`src/tvams_pkg.sv`:
```
// Constants and types shared by the TV audio mode select and status block.
// Assumes a single 40 MHz system clock and register access over the two-wire pins.
package tvams_pkg;

  // ----------------------------------------------------------------
  // Register map
  // ----------------------------------------------------------------
  localparam logic [7:0] SUB_CFG = 8'h00;
  localparam logic [7:0] SUB_CTL = 8'h06;
  localparam logic [7:0] CFG_RESET = 8'h00;
  localparam logic [7:0] CTL_RESET = 8'h00;

  // Field positions, configuration byte
  localparam int CFG_STOP_SEL_BIT = 6;

  // Field positions, control byte
  localparam int CTL_MUTE_OFF_BIT = 0;
  localparam int CTL_FORCE_MONO_BIT = 1;
  localparam int CTL_SAP_SEL_BIT = 2;
  localparam int CTL_MONO_LEFT_SECOND_AUDIO_RIGHT_BIT = 3;
  localparam int CTL_NORM_SEL2_BIT = 4;
  localparam int CTL_NORM_SEL1_BIT = 5;

  // Field positions, status byte
  localparam int ST_POR_BIT = 7;
  localparam int ST_PILOT_BIT = 6;
  localparam int ST_SAP_CAR_BIT = 5;
  localparam int ST_NOISE_BIT = 4;
  localparam int ST_STEREO_RX_BIT = 3;
  localparam int ST_SAP_RX_BIT = 2;
  localparam logic [1:0] ST_LOW_BITS = 2'h3;

  // Device address on the two-wire bus; value is arbitrary
  localparam logic [6:0] DEV_ADDR = 7'h5a;

  // ----------------------------------------------------------------
  // Types
  // ----------------------------------------------------------------
  typedef enum logic [2:0] {
    SRC_MUTE    = 3'b000,
    SRC_MONO    = 3'b001,
    SRC_LEFT    = 3'b010,
    SRC_RIGHT   = 3'b011,
    SRC_SAP     = 3'b100,
    SRC_EXT_SAP = 3'b101
  } tvams_src_t;

  typedef enum logic [3:0] {
    ST_IDLE     = 4'b0000,
    ST_ADDR     = 4'b0001,
    ST_ACK_ADDR = 4'b0010,
    ST_SUB      = 4'b0011,
    ST_ACK_SUB  = 4'b0100,
    ST_WDATA    = 4'b0101,
    ST_ACK_WR   = 4'b0110,
    ST_RDATA    = 4'b0111,
    ST_RACK     = 4'b1000
  } tvams_i2c_state_t;

endpackage

```
`src/tvams_reg_if.sv`:
```
// Register access carrier between the two-wire slave and the register file.
// Assumes both ends run on the system clock.
interface tvams_reg_if;
  logic wr_stb;
  logic [7:0] wr_sub;
  logic [7:0] wr_data;
  logic rd_stb;
  logic [7:0] rd_data;

  modport slave (output wr_stb, output wr_sub, output wr_data, output rd_stb, input rd_data);
  modport regs (input wr_stb, input wr_sub, input wr_data, input rd_stb, output rd_data);
endinterface

```
`src/tvams_i2c_slave.sv`:
```
// Two-wire bus slave: subaddress writes with auto increment, status byte reads.
// Assumes SCL and SDA arrive synchronous to the system clock.
module tvams_i2c_slave (
  input wire logic clk,
  input wire logic rst,
  input wire logic scl_in,
  input wire logic sda_in,
  output logic sda_oe,
  tvams_reg_if.slave bus
);

  tvams_pkg::tvams_i2c_state_t state_q;
  logic scl_q;
  logic sda_q;
  logic [7:0] sh_q;
  logic [2:0] cnt_q;
  logic got_q;
  logic rw_q;
  logic [7:0] sub_q;
  logic scl_rise;
  logic scl_fall;
  logic start_c;
  logic stop_c;

  // ----------------------------------------------------------------
  // Line events
  // ----------------------------------------------------------------
  // Previous samples give edges and start/stop conditions
  always_ff @(posedge clk or posedge rst) begin
    if (rst) begin
      scl_q <= 1'b1;
      sda_q <= 1'b1;
    end else begin
      scl_q <= scl_in;
      sda_q <= sda_in;
    end
  end

  assign scl_rise = scl_in & ~scl_q;
  assign scl_fall = ~scl_in & scl_q;
  assign start_c = scl_in & scl_q & sda_q & ~sda_in;
  assign stop_c = scl_in & scl_q & ~sda_q & sda_in;

  // ----------------------------------------------------------------
  // Protocol engine
  // ----------------------------------------------------------------
  // SDA only changes on SCL falls so start/stop are never faked
  always_ff @(posedge clk or posedge rst) begin
    if (rst) begin
      state_q <= tvams_pkg::ST_IDLE;
      sh_q <= 8'h00;
      cnt_q <= 3'h0;
      got_q <= 1'b0;
      rw_q <= 1'b0;
      sub_q <= 8'h00;
      sda_oe <= 1'b0;
      bus.wr_stb <= 1'b0;
      bus.wr_sub <= 8'h00;
      bus.wr_data <= 8'h00;
      bus.rd_stb <= 1'b0;
    end else begin
      bus.wr_stb <= 1'b0;
      bus.rd_stb <= 1'b0;
      if (start_c) begin
        state_q <= tvams_pkg::ST_ADDR;
        cnt_q <= 3'h0;
        got_q <= 1'b0;
        sda_oe <= 1'b0;
      end else if (stop_c) begin
        state_q <= tvams_pkg::ST_IDLE;
        sda_oe <= 1'b0;
      end else if (scl_rise) begin
        case (state_q)
          tvams_pkg::ST_ADDR, tvams_pkg::ST_SUB, tvams_pkg::ST_WDATA: begin
            sh_q <= {sh_q[6:0], sda_in};
            cnt_q <= cnt_q + 3'h1;
            got_q <= (cnt_q == 3'h7);
          end
          tvams_pkg::ST_RDATA: begin
            cnt_q <= cnt_q + 3'h1;
            got_q <= (cnt_q == 3'h7);
          end
          tvams_pkg::ST_RACK: begin
            // A not-acknowledge ends the read; wait for stop
            if (sda_in) begin
              state_q <= tvams_pkg::ST_IDLE;
            end
          end
          default: begin
          end
        endcase
      end else if (scl_fall) begin
        case (state_q)
          tvams_pkg::ST_ADDR: begin
            if (got_q) begin
              got_q <= 1'b0;
              if (sh_q[7:1] == tvams_pkg::DEV_ADDR) begin
                rw_q <= sh_q[0];
                sda_oe <= 1'b1;
                state_q <= tvams_pkg::ST_ACK_ADDR;
              end else begin
                state_q <= tvams_pkg::ST_IDLE;
              end
            end
          end
          tvams_pkg::ST_ACK_ADDR, tvams_pkg::ST_RACK: begin
            if (rw_q) begin
              sh_q <= bus.rd_data;
              sda_oe <= ~bus.rd_data[7];
              bus.rd_stb <= 1'b1;
              cnt_q <= 3'h0;
              state_q <= tvams_pkg::ST_RDATA;
            end else begin
              sda_oe <= 1'b0;
              state_q <= tvams_pkg::ST_SUB;
            end
          end
          tvams_pkg::ST_SUB: begin
            if (got_q) begin
              got_q <= 1'b0;
              sub_q <= sh_q;
              sda_oe <= 1'b1;
              state_q <= tvams_pkg::ST_ACK_SUB;
            end
          end
          tvams_pkg::ST_ACK_SUB, tvams_pkg::ST_ACK_WR: begin
            sda_oe <= 1'b0;
            state_q <= tvams_pkg::ST_WDATA;
          end
          tvams_pkg::ST_WDATA: begin
            if (got_q) begin
              got_q <= 1'b0;
              sda_oe <= 1'b1;
              bus.wr_stb <= 1'b1;
              bus.wr_sub <= sub_q;
              bus.wr_data <= sh_q;
              sub_q <= sub_q + 8'h01;
              state_q <= tvams_pkg::ST_ACK_WR;
            end
          end
          tvams_pkg::ST_RDATA: begin
            if (got_q) begin
              got_q <= 1'b0;
              sda_oe <= 1'b0;
              state_q <= tvams_pkg::ST_RACK;
            end else begin
              sda_oe <= ~sh_q[6];
              sh_q <= {sh_q[6:0], 1'b0};
            end
          end
          default: begin
          end
        endcase
      end
    end
  end

endmodule

```
`src/tvams_top.sv`:
```
// Audio mode decision and status logic of a multichannel TV sound decoder.
// Assumes detector flags and bus pins are synchronous to CLK_SYS.
module tvams_top (
  // Clock and reset
  input wire logic CLK_SYS,
  input wire logic RST,
  // Two-wire register bus
  input wire logic SCL_IN,
  input wire logic SDA_IN,
  output logic SDA_OUT,
  output logic SDA_OE,
  // Detector flags
  input wire logic PILOT_DET,
  input wire logic SAP_CARRIER_DET,
  input wire logic NOISE_DET,
  // Audio source selects
  output tvams_pkg::tvams_src_t LEFT_OUTPUT_SEL,
  output tvams_pkg::tvams_src_t RIGHT_OUTPUT_SEL,
  output tvams_pkg::tvams_src_t NORMAL_OUTPUT_SEL,
  // Demodulator suspend
  output logic SAP_DEMOD_HOLD,
  output logic STEREO_DEMOD_HOLD,
  // Status byte
  output logic [7:0] RECEIVER_STATUS
);

  tvams_reg_if rif ();

  logic [7:0] cfg_q;
  logic [7:0] ctl_q;
  logic por_q;
  logic sda_oe_w;
  logic mute_c;
  logic sap_ok_c;
  logic st_ok_c;
  logic stereo_rx_c;
  logic sap_rx_c;
  logic [7:0] status_c;
  tvams_pkg::tvams_src_t left_c;
  tvams_pkg::tvams_src_t right_c;
  tvams_pkg::tvams_src_t norm_c;

  // ----------------------------------------------------------------
  // Helpers
  // ----------------------------------------------------------------
  // Forced mono overrides both the stereo matrix and the normal output
  function automatic logic mono_forced(input logic [7:0] ctl);
    return ctl[tvams_pkg::CTL_FORCE_MONO_BIT];
  endfunction

  // Second audio chosen and its carrier present; both selectors ask this
  function automatic logic sap_wanted(input logic [7:0] ctl, input logic carrier);
    return ctl[tvams_pkg::CTL_SAP_SEL_BIT] & carrier;
  endfunction

  // ----------------------------------------------------------------
  // Bus slave
  // ----------------------------------------------------------------
  tvams_i2c_slave u_slave (
    .clk(CLK_SYS),
    .rst(RST),
    .scl_in(SCL_IN),
    .sda_in(SDA_IN),
    .sda_oe(sda_oe_w),
    .bus(rif.slave)
  );

  // ----------------------------------------------------------------
  // Write registers
  // ----------------------------------------------------------------
  // Other subaddresses hold analog trims and are accepted but dropped
  always_ff @(posedge CLK_SYS or posedge RST) begin
    if (RST) begin
      cfg_q <= tvams_pkg::CFG_RESET;
      ctl_q <= tvams_pkg::CTL_RESET;
    end else if (rif.wr_stb) begin
      if (rif.wr_sub == tvams_pkg::SUB_CFG) begin
        cfg_q <= rif.wr_data;
      end else if (rif.wr_sub == tvams_pkg::SUB_CTL) begin
        ctl_q <= rif.wr_data;
      end
    end
  end

  // Power-on flag; cleared once the status byte has been fetched
  always_ff @(posedge CLK_SYS or posedge RST) begin
    if (RST) begin
      por_q <= 1'b1;
    end else if (rif.rd_stb) begin
      por_q <= 1'b0;
    end
  end

  // ----------------------------------------------------------------
  // Mode decision
  // ----------------------------------------------------------------
  // Noise gates what the second audio demodulator may deliver, and stereo only with the stop select set
  assign mute_c = ~ctl_q[tvams_pkg::CTL_MUTE_OFF_BIT];
  assign sap_ok_c = SAP_CARRIER_DET & ~NOISE_DET;
  assign st_ok_c = PILOT_DET & ~(NOISE_DET & cfg_q[tvams_pkg::CFG_STOP_SEL_BIT]);

  // Left and right selection, purely from current bits and flags
  always_comb begin
    left_c = tvams_pkg::SRC_MONO;
    right_c = tvams_pkg::SRC_MONO;
    stereo_rx_c = 1'b0;
    sap_rx_c = 1'b0;
    if (mute_c) begin
      left_c = tvams_pkg::SRC_MUTE;
      right_c = tvams_pkg::SRC_MUTE;
    end else if (mono_forced(ctl_q)) begin
      left_c = tvams_pkg::SRC_MONO;
      right_c = tvams_pkg::SRC_MONO;
    end else if (sap_wanted(ctl_q, sap_ok_c)) begin
      sap_rx_c = 1'b1;
      right_c = tvams_pkg::SRC_SAP;
      left_c = ctl_q[tvams_pkg::CTL_MONO_LEFT_SECOND_AUDIO_RIGHT_BIT] ? tvams_pkg::SRC_MONO : tvams_pkg::SRC_SAP;
    end else if (st_ok_c && !sap_wanted(ctl_q, SAP_CARRIER_DET)) begin
      // Stereo-only broadcast plays stereo even with second audio chosen
      stereo_rx_c = 1'b1;
      left_c = tvams_pkg::SRC_LEFT;
      right_c = tvams_pkg::SRC_RIGHT;
    end
  end

  // Normal output selection
  always_comb begin
    if (mute_c) begin
      norm_c = tvams_pkg::SRC_MUTE;
    end else if (NOISE_DET) begin
      norm_c = tvams_pkg::SRC_MONO;
    end else if (ctl_q[tvams_pkg::CTL_NORM_SEL2_BIT] || mono_forced(ctl_q)) begin
      norm_c = tvams_pkg::SRC_MONO;
    end else if (ctl_q[tvams_pkg::CTL_NORM_SEL1_BIT]) begin
      norm_c = tvams_pkg::SRC_EXT_SAP;
    end else if (sap_wanted(ctl_q, SAP_CARRIER_DET)) begin
      norm_c = tvams_pkg::SRC_SAP;
    end else begin
      norm_c = tvams_pkg::SRC_MONO;
    end
  end

  // Status byte as seen by the host
  always_comb begin
    status_c = 8'h00;
    status_c[tvams_pkg::ST_POR_BIT] = por_q;
    status_c[tvams_pkg::ST_PILOT_BIT] = st_ok_c;
    status_c[tvams_pkg::ST_SAP_CAR_BIT] = sap_ok_c;
    status_c[tvams_pkg::ST_NOISE_BIT] = NOISE_DET;
    status_c[tvams_pkg::ST_STEREO_RX_BIT] = stereo_rx_c;
    status_c[tvams_pkg::ST_SAP_RX_BIT] = sap_rx_c;
    status_c[1:0] = tvams_pkg::ST_LOW_BITS;
  end

  // Bus reads the live byte, so a fetch never sees a stale flag
  assign rif.rd_data = status_c;

  // ----------------------------------------------------------------
  // Output registers
  // ----------------------------------------------------------------
  // Source selects; registered for clean pins, one cycle behind the inputs
  always_ff @(posedge CLK_SYS or posedge RST) begin
    if (RST) begin
      LEFT_OUTPUT_SEL <= tvams_pkg::SRC_MUTE;
      RIGHT_OUTPUT_SEL <= tvams_pkg::SRC_MUTE;
      NORMAL_OUTPUT_SEL <= tvams_pkg::SRC_MUTE;
    end else begin
      LEFT_OUTPUT_SEL <= left_c;
      RIGHT_OUTPUT_SEL <= right_c;
      NORMAL_OUTPUT_SEL <= norm_c;
    end
  end

  // Second audio suspend follows the noise flag; stereo suspend follows noise gated by the stop select
  always_ff @(posedge CLK_SYS or posedge RST) begin
    if (RST) begin
      SAP_DEMOD_HOLD <= 1'b0;
      STEREO_DEMOD_HOLD <= 1'b0;
    end else begin
      SAP_DEMOD_HOLD <= NOISE_DET;
      STEREO_DEMOD_HOLD <= NOISE_DET & cfg_q[tvams_pkg::CFG_STOP_SEL_BIT];
    end
  end

  // Status copy on the pins; same cycle as the selects it describes
  always_ff @(posedge CLK_SYS or posedge RST) begin
    if (RST) begin
      RECEIVER_STATUS <= 8'h00;
    end else begin
      RECEIVER_STATUS <= status_c;
    end
  end

  // Open-drain data pin: level stays low, only the enable moves
  always_ff @(posedge CLK_SYS or posedge RST) begin
    if (RST) begin
      SDA_OUT <= 1'b0;
      SDA_OE <= 1'b0;
    end else begin
      SDA_OUT <= 1'b0;
      SDA_OE <= sda_oe_w;
    end
  end

endmodule

```
`config.mk`:
```
export PLATFORM = sky130hd
export DESIGN_NAME = tvams_top
export DESIGN_NICKNAME = d
export VERILOG_FILES = /design/src/tvams_pkg.sv /design/src/tvams_reg_if.sv /design/src/tvams_i2c_slave.sv /design/src/tvams_top.sv
export SDC_FILE = /design/constraint.sdc
export NUM_CORES = 1
export LEC_CHECK = 0
export BUFFER_PORTS_ARGS = -buffer_cell sky130_fd_sc_hd__buf_2
export CAP_MARGIN = 20
export CELL_PAD_IN_SITES_DETAIL_PLACEMENT = 2
export CELL_PAD_IN_SITES_GLOBAL_PLACEMENT = 2
export CORE_ASPECT_RATIO = 1.1
export CORE_UTILIZATION = 39
export DETAILED_ROUTE_END_ITERATION = 6
export PLACE_DENSITY = 0.74
export SETUP_SLACK_MARGIN = 0.3
export SYNTH_ARGS = -nofsm -noshare
export SYNTH_HDL_FRONTEND = slang
export SYNTH_SLANG_ARGS = --single-unit
```
`constraint.sdc`:
```
create_clock -name CLK_SYS -period 2.72 [get_ports CLK_SYS]
set_input_delay 0.544 -clock CLK_SYS [delete_from_list [all_inputs] [get_ports CLK_SYS]]
set_output_delay 0.544 -clock CLK_SYS [all_outputs]
set_load 0.01 [all_outputs]
```
== Word level (Yosys, flattened, before mapping) ==
Index checks and enable logic that the tools add are counted.
W data, S select, Z words.
Storage, ports and cells
  flip-flop bits (word level): 79
  bits of input ports: 7
  output and inout port bits: 21
  word-level logic and storage cells: 185
Cells by class
  $add $sub $neg: 2
  eq/ne operators: 29
  multiplexer cells: 78
  bitwise logic cells: 24
  reductions and logical operators: 29
Operators by type and width (number)
  $mux W3: 20
  $mux W8: 7
  $mux W4: 10
  $mux W1: 34
  $pmux W8 S2: 2
  $pmux W4 S6: 1
  $reduce_and A7 Y1: 3
  $ne A5 B1 Y1 const B: 4
  $eq A4 B3 Y1 const B: 4
  $reduce_bool A3 Y1: 5
  $and A1 B1 Y1: 12
  $ne A3 B3 Y1 const B: 4
  $ne A4 B1 Y1 const B: 3
  $not A1 Y1: 12
  $reduce_and A6 Y1: 2
  $reduce_bool A9 Y1: 1
  $add A8 B1 Y8 const B: 1
  $eq A4 B2 Y1 const B: 2
  $eq A8 B3 Y1 const B: 1
  $logic_not A8 Y1: 1
  $ne A4 B4 Y1 const B: 2
  $reduce_and A8 Y1: 1
  $eq A7 B7 Y1 const B: 1
  $reduce_bool A7 Y1: 1
  other kinds (21): 28

== Depth between registers and ports, before layout ==
Gate-level depths: netlist of run 1.
  depth in word-level cells: 12
  gate-level depth with buffers: 9
  depth with buffers taken out: 7

== By module ==
From an unflattened synthesis of run 1, not the netlist that was laid out.
Unflattened totals
  cell total of the unflattened synthesis: 297
  area, all modules: 3535.9 um2
By module, submodules not included
  tvams_i2c_slave: times used 1, cells each 235, area each 2682.6 um2, sequential area each 1153.6 um2
  tvams_top: times used 1, cells each 62, area each 853.3 um2, sequential area each 551.8 um2

== Worst setup path before layout of run 1 ==
No wires, ideal clock.
  kind: register to register
  start point: reg u_slave.scl_q
  end point: reg u_slave.bus.wr_data[2]
  library setup time: 0.125 ns
  arrival time: 1.952 ns
  data required time: 2.595 ns
  slack: 0.643 ns
  stages on the path, launching flop included: 9
  path buffers: 2
  clock period less this slack: 2.077 ns
  cells stage by stage: dfstp_2 > inv_1 > ha_1 > buf_6 > nand2b_1 > a211oi_2 > nand2_2 > buf_2 > mux2_2
On the way
  word-level cells in the longest chain between the ends: 5
  elaborated cells on any way between the ends: 12
  classes of those cells: 11 x bitwise; 1 x reduce/logical
RTL lines
  start: declaration: line tvams_i2c_slave.sv:13  | logic scl_q;
  start signal: assignment: line tvams_i2c_slave.sv:34  | scl_q <= scl_in;
  $and A1 B1 Y1: line tvams_i2c_slave.sv:41, tvams_i2c_slave.sv:42
  $and A1 B1 Y1, on equally long branches (2 in series): line tvams_i2c_slave.sv:41, tvams_i2c_slave.sv:42
  $not A1 Y1 (no source line)
  $reduce_and A6 Y1 (no source line) (*)
  end signal: assignment: line tvams_i2c_slave.sv:136  | bus.wr_data <= sh_q;
  end: declaration: line tvams_reg_if.sv:10  | modport slave (output wr_stb, output wr_sub, output wr_data, output rd_stb, input rd_data);
Every way passes the cells marked *; elsewhere a longest branch is shown, timed or not.
A chain may end at the register's enable or synchronous reset.

== Worst setup path after layout of run 1 ==
  start point: reg u_slave.state_q[1]
  end point: reg u_slave.sh_q[4]
On the way
  word-level cells in the longest chain between the ends: 5
  elaborated cells on any way between the ends: 16
  classes of those cells: 9 x eq/ne; 3 x mux; 4 x reduce/logical
RTL lines
  start: declaration: line tvams_i2c_slave.sv:12  | tvams_pkg::tvams_i2c_state_t state_q;
  start signal: assignment: line tvams_i2c_slave.sv:50  | state_q <= tvams_pkg::ST_IDLE;
  start signal: assignment: line tvams_i2c_slave.sv:65  | state_q <= tvams_pkg::ST_ADDR;
  start signal: assignment: line tvams_i2c_slave.sv:70  | state_q <= tvams_pkg::ST_IDLE;
  $eq A4 B2 Y1 or $eq A4 B4 Y1 (tied branches): line tvams_i2c_slave.sv:93  | case (state_q)
  $reduce_or A2 Y1: line tvams_i2c_slave.sv:93
  $pmux W8 S2: line tvams_i2c_slave.sv:93
  $mux W8: line tvams_i2c_slave.sv:92  | end else if (scl_fall) begin
  $mux W8: line tvams_i2c_slave.sv:72  | end else if (scl_rise) begin
  end signal: assignment: line tvams_i2c_slave.sv:75  | sh_q <= {sh_q[6:0], sda_in};
  end signal: assignment: line tvams_i2c_slave.sv:108  | sh_q <= bus.rd_data;
  end signal: assignment: line tvams_i2c_slave.sv:148  | sh_q <= {sh_q[6:0], 1'b0};
  end: declaration: line tvams_i2c_slave.sv:15  | logic [7:0] sh_q;
Several ways; a longest one is shown, not always the timed one. The select of a mux whose other input is x is not followed.

==> results of run 1 <==
## area by class of cell
type                            instances  area [um2]  area share [%]
Sequential cell                        67        1680            45.8
Clock inverter                          7        82.6            2.25
Inverter                                9        33.8           0.922
Timing Repair Buffer                   29         168            4.57
Tap cell                              108         135            3.69
Multi-Input combinational cell        204        1440            39.4
Clock buffer                            9         124            3.38
## power by group
part | switching (mW) | total, mW | leakage (nW) | internal [mW]
Clock | 0.440 | 0.879 | 0.0988 | 0.439
Sequential | 0.0659 | 1.11 | 0.901 | 1.04
Combinational | 0.0978 | 0.184 | 0.767 | 0.0866
## registers in the layout, indices dropped and copies added (netlist names), 2 cells and up
signal and cells:
u_slave.bus.wr_sub 8, u_slave.sh_q 8, u_slave.sub_q 8, RECEIVER_STATUS 7
u_slave.bus.wr_data 7, ctl_q 6, u_slave.state_q 4, u_slave.cnt_q 3
LEFT_OUTPUT_SEL 2, NORMAL_OUTPUT_SEL 2
## routing by layer
| metal | vias to the layer above | wire length, um |
|---|---|---|
| met5 | - | 0 |
| met4 | 0 | 202 |
| met3 | 17 | 168 |
| met2 | 35 | 4360 |
| met1 | 1236 | 3390 |
| li1 | 1097 | - |
## synthesized netlist by cell type, types with 3 or more instances
cell type  count  area share (%)
nand2_1       28             3.2
nor2b_1        7             1.3
xor2_1         3            0.80
nand3_1       11             1.7
a21oi_1       15             2.3
o221ai_1       3            0.80
buf_4          8             1.8
a31oi_1        4            0.76
mux2i_1        3            0.91
nor3_1         6            0.91
buf_6          5             1.7
dfrtp_1       64              49
nor2_1        14             1.6
o21ai_0       15             2.3
o21a_1         3            0.68
dfstp_2        3             2.4
and3_1         5            0.95
mux2_2        35              12
nand2b_1       4            0.76
o22ai_1        3            0.57
clkbuf_1       4            0.46
ha_1           6             2.3
inv_1          9             1.0
## how the worst max path moves through the flow
stage | cells past startpoint | slack, ns | to | start
CTS | 8 | 0.38 | u_slave.state_q[2] | u_slave.scl_q
global placement | 8 | 0.40 | u_slave.state_q[2] | SCL_IN
detailed placement | 8 | 0.28 | u_slave.state_q[2] | SCL_IN
finish | 5 | 0.44 | u_slave.sh_q[4] | u_slave.state_q[1]
global route | 5 | 0.30 | u_slave.sh_q[5] | u_slave.state_q[0]
floorplan | 1 | 0.50 | LEFT_OUTPUT_SEL[0] | RST
## worst max-delay path: stages (launching register included)
cell,delay (ns)
dfrtp_1,0.57
nand2_1,0.17
or3_1,0.19
nor2b_1,0.58
mux2_2,0.41
mux2_2,0.26
## cell usage in the layout, fill, tap and decap left out, drive strengths merged, types with 5 or more instances in the layout
master  synthesis  final
mux2           35     35
nor3            6      6
nand3          11     11
buf            15     29
nor2b           7      7
inv             9     13
nor2           14     14
ha              6      6
o21ai          16     16
and3            5      5
clkbuf          5      9
a21oi          15     15
dfrtp          64     64
nand2          29     29
## per-stage QoR
stage	util (%)	hold slack [ns]
6_report	45.6	0.260
2_1_floorplan	-	0.344
5_1_grt	45.6	0.285
4_1_cts	45.5	0.274
3_3_place_gp	42.9	0.349
3_5_place_dp	42.9	0.366
## cell families after synthesis
group	synth area share [%]
other	0.228
buffers and inverters	5.47
muxes	12.9
xor gates and xnor gates	0.798
AOI/OAI and AO/OA	11.7
DFF	51.0
adders and majority gates	2.28
and+or+nand+nor	15.5
## what timing repair did
item                       in CTS  in global routing
gates resized for setup         0                  2
setup endpoints to repair       0                  9
setup buffers                   0                  0
hold buffers                    0                  0
==> results.json, run 1 <==
{
  "r2r-end": "u_slave.sh_q[4]",
  "rsz0062_at_grt": "no",
  "final_cells": 433,
  "drc": 0,
  "drive_above_1_share_pct": 29.5,
  "finalCritPeriodShare_pct": 83.8,
  "clk_latency_ns": 0.35,
  "port_buffers": 25,
  "leakagePower_nw": 1.77,
  "ys_seq_area_share_pct": 51.0,
  "vias": 2385,
  "slew_headroom_pct": 55.1,
  "postSynth.asyncResetShare_pct": 100,
  "cts_max_level": 3,
  "firstDrtPassIters": 4,
  "grt_overflow_total": 0,
  "dp.cells": 417,
  "core_area_um2": 8040,
  "core.rowCount": 34,
  "cts.sinks": 67,
  "finalSetupViolCount": 0,
  "busiest_layer": "met2",
  "cts.clk_slew.worst_paths_ns": 0.09,
  "synth_flop_cell": "dfrtp_1",
  "cts_inserted_buffers": 9,
  "fmax_mhz": 439,
  "power_mw": 2.17,
  "clock-root-buffer": "clkbuf_8",
  "maxCapViolCount": 0,
  "clk_path_buf_depth": 2,
  "routedWlPerCell_um": 18.8,
  "cp.required_ns": 2.96,
  "grt_usage_pct": 21.4,
  "grt.met3_usage_pct": 3.30,
  "netlist_instances": 299,
  "fillCellCount": 857,
  "slew_viol_final": 0,
  "worstMarginPinSlew_ns": 0.672,
  "ff2ff_path_depth": 5,
  "nets": 333,
  "synth_cell_types": 56,
  "place.gp.congestion": 0.761,
  "endpoint_kind": "flop",
  "antenna_found_initial": 0,
  "crit_path_start_kind": "flop",
  "arrival_ns": 2.52,
  "num_antenna_cells": 0,
  "use_met1_pct": 25.5,
  "place_ws_ns": 0.282,
  "die_h_um": 98.4,
  "ios": 28,
  "postPlaceCellArea_um2": 3450,
  "grt_pass1_wl_um": 14000,
  "grtUsageMet2_pct": 37.6,
  "initial_core_util_pct": 40.9,
  "ys_ff_latch": 67,
  "syn_area_per_cell_um2": 11.0,
  "synth_area_um2": 3290,
  "via_per_inst": 5.51,
  "wirelength_um": 8120,
  "fin_skew_ns": 0.0129,
  "final_area_um2": 3670,
  "antenna_left": 0,
  "power.density_nw_per_um2": 593,
  "r2r-start": "u_slave.state_q[1]",
  "finalCriticalPeriod_ns": 2.28,
  "grt_max_degree": 68,
  "dpl.hpwl_um": 5770,
  "ir_drop_uv": 286,
  "tns_ns": 0,
  "drt_iter0_markers": 56,
  "status": "finished clean",
  "fin_ws_ns": 0.441,
  "first_global_vias": 2653,
  "hp-class": "in -> async",
  "synth_edf_count": 0,
  "die-area_um2": 8810,
  "fp.dieW_um": 89.6,
  "synth-warning-count": 0,
  "path_max_fanout": 13,
  "ff2ff_setup_slack_ns": 0.44,
  "worst-setup-path-type": "reg -> reg",
  "syn_to_final_growth_pct": 11.4,
  "hold_viol_final": 0,
  "cts_tree": "yes"
}
(Power assumes the default switching activity.)
==> run 2: changes to the inputs <==
--- a/config.mk
+++ b/config.mk
@@ -10,9 +10,9 @@
 export CELL_PAD_IN_SITES_DETAIL_PLACEMENT = 2
 export CELL_PAD_IN_SITES_GLOBAL_PLACEMENT = 2
 export CORE_ASPECT_RATIO = 1.1
-export CORE_UTILIZATION = 39
+export CORE_UTILIZATION = 36
 export DETAILED_ROUTE_END_ITERATION = 6
-export PLACE_DENSITY = 0.74
+export PLACE_DENSITY = 0.72
 export SETUP_SLACK_MARGIN = 0.3
 export SYNTH_ARGS = -nofsm -noshare
 export SYNTH_HDL_FRONTEND = slang
==> constraint.sdc (replaced) <==
create_clock -name CLK_SYS -period 2 [get_ports CLK_SYS]
set_input_delay 0.4 -clock CLK_SYS [delete_from_list [all_inputs] [get_ports CLK_SYS]]
set_output_delay 0.4 -clock CLK_SYS [all_outputs]
set_load 0.01 [all_outputs]
==> results.json, run 2 (same netlist as run 1, synthesis figures left out) <==
{
  "via_per_inst": 5.57,
  "grtUsageMet2_pct": 40.5,
  "use_met1_pct": 24.3,
  "core_area_um2": 8870,
  "fp.dieW_um": 93.2,
  "routedWlPerCell_um": 23.5,
  "final_cells": 489,
  "grt.met3_usage_pct": 4.09,
  "fmax_mhz": 508,
  "hold_viol_final": 0,
  "crit_path_start_kind": "flop",
  "busiest_layer": "met2",
  "fin_util_pct": 51.1,
  "firstDrtPassIters": 4,
  "multi_input_area_um2": 1840,
  "fillCellCount": 886,
  "antenna_found_initial": 0,
  "drt_iter0_markers": 80,
  "nets": 383,
  "dpl.hpwl_um": 6250,
  "seqCellArea_um2": 1680,
  "die-area_um2": 9530,
  "clk_latency_ns": 0.36,
  "first_global_vias": 2821,
  "crit_chain": "buf_6 -> buf_4 -> xor2_1 -> and3_4 -> buf_6 -> a21oi_2 -> a21oi_2",
  "dp.cells": 449,
  "ir_drop_uv": 371,
  "postPlaceCellArea_um2": 3720,
  "reg_top3": "u_slave.bus.wr_sub (8), u_slave.sh_q (8), u_slave.sub_q (8)",
  "die_h_um": 102,
  "cts.clk_slew.worst_paths_ns": 0.08,
  "rsz0062_at_grt": "yes",
  "syn_to_final_growth_pct": 37.7,
  "ff2ff_setup_slack_ns": 0.03,
  "slew_viol_final": 0,
  "cts.sinks": 67,
  "worst-setup-path-type": "reg -> reg",
  "clk_path_buf_depth": 2,
  "arrival_ns": 2.24,
  "drive_above_1_share_pct": 52.3,
  "grt_overflow_total": 0,
  "final_area_um2": 4530,
  "grt_max_degree": 34,
  "vias": 2724,
  "fin_skew_ns": 0.00982,
  "cts_inserted_buffers": 9,
  "antenna_left": 0,
  "num_antenna_cells": 0,
  "slew_headroom_pct": 64.4,
  "place.gp.congestion": 0.841,
  "worst_path_largest_cell_delay_ns": 0.49,
  "crit_cells": 7,
  "holdBufCountCts": 0,
  "hp-class": "in -> async",
  "grt_pass1_wl_um": 15500,
  "core.rowCount": 36,
  "leakagePower_nw": 2.11,
  "clock-root-buffer": "clkbuf_8",
  "ios": 28,
  "finalCritPeriodShare_pct": 98.4,
  "power_mw": 3.19,
  "worstMarginPinSlew_ns": 0.533,
  "critPathBufInv": 3,
  "cts_tree": "yes",
  "crit_slowest_cell": "dfrtp_2",
  "cp.required_ns": 2.27,
  "port_buffers": 25,
  "drc": 0,
  "cts_max_level": 3,
  "endpoint_kind": "flop",
  "final_cell_mix": "dfrtp_1, buf_4, mux2_2",
  "initial_core_util_pct": 37.1,
  "critPathTopFamily": "flip-flops",
  "finalCriticalPeriod_ns": 1.97,
  "maxCapViolCount": 0,
  "grt_usage_pct": 21.8,
  "wirelength_um": 11500,
  "status": "finished clean",
  "path_max_fanout": 6,
  "power.density_nw_per_um2": 703,
  "final_common_cell": "dfrtp_1",
  "finalSetupViolCount": 0,
  "ff2ff_path_depth": 7
}
## run 2: path summary, 6_finish.rpt
check,to,start
setup / recovery,u_slave.sub_q[2],u_slave.state_q[1]
hold / removal,u_slave.sh_q[0],RST
max in group asynchronous,u_slave.sda_q,RST
setup reg to reg,u_slave.sub_q[2],u_slave.state_q[1]
min in group CLK_SYS,u_slave.sda_q,SDA_IN
hold reg to reg,por_q,u_slave.bus.rd_stb
## run 2: layout make-up
type	count	share of cell area, %
well taps	114	3.15
clock inverters	5	1.32
flip-flops and latches	67	37.2
clock buffers	11	3.34
repair buffers	76	13.5
inverters	9	0.911
multi-input cells	207	40.6
## run 2: metal layers
metal / vias up / wire length (um)
li1: 1210 / -
met1: 1426 / 4470
met2: 59 / 6270
met3: 29 / 278
met4: 0 / 489
met5: - / 0
## run 2: report_power, final
group	internal (mW)	switching (mW)	leakage [nW]	total, mW
clock network	0.649	0.598	0.106	1.25
logic	0.218	0.243	1.11	0.462
registers	1.42	0.0592	0.896	1.48
total	2.29	0.900	2.11	3.19
## run 2: metrics by stage
stage          hold WS (ns)  setup TNS [ns]  setup WS, ns
2_1_floorplan         0.344               0         0.106
3_3_place_gp          0.346               0       0.00960
3_5_place_dp          0.363          -0.131       -0.0459
4_1_cts              0.0873               0        0.0757
5_1_grt               0.127         -0.0215       -0.0110
6_report             0.0952               0        0.0311
## run 2: worst register-to-register path, stage by stage, from the launching register on
cell     delay, ns
dfrtp_2       0.49
buf_6         0.15
buf_4         0.15
xor2_1        0.44
and3_4        0.31
buf_6         0.14
a21oi_2       0.06
a21oi_2       0.15
## run 2: timing repair
item	in CTS	in global routing
setup endpoints to repair	43	42
resized for setup	47	44
pin swaps	8	9
cloned	1	2
buffers inserted	11	10
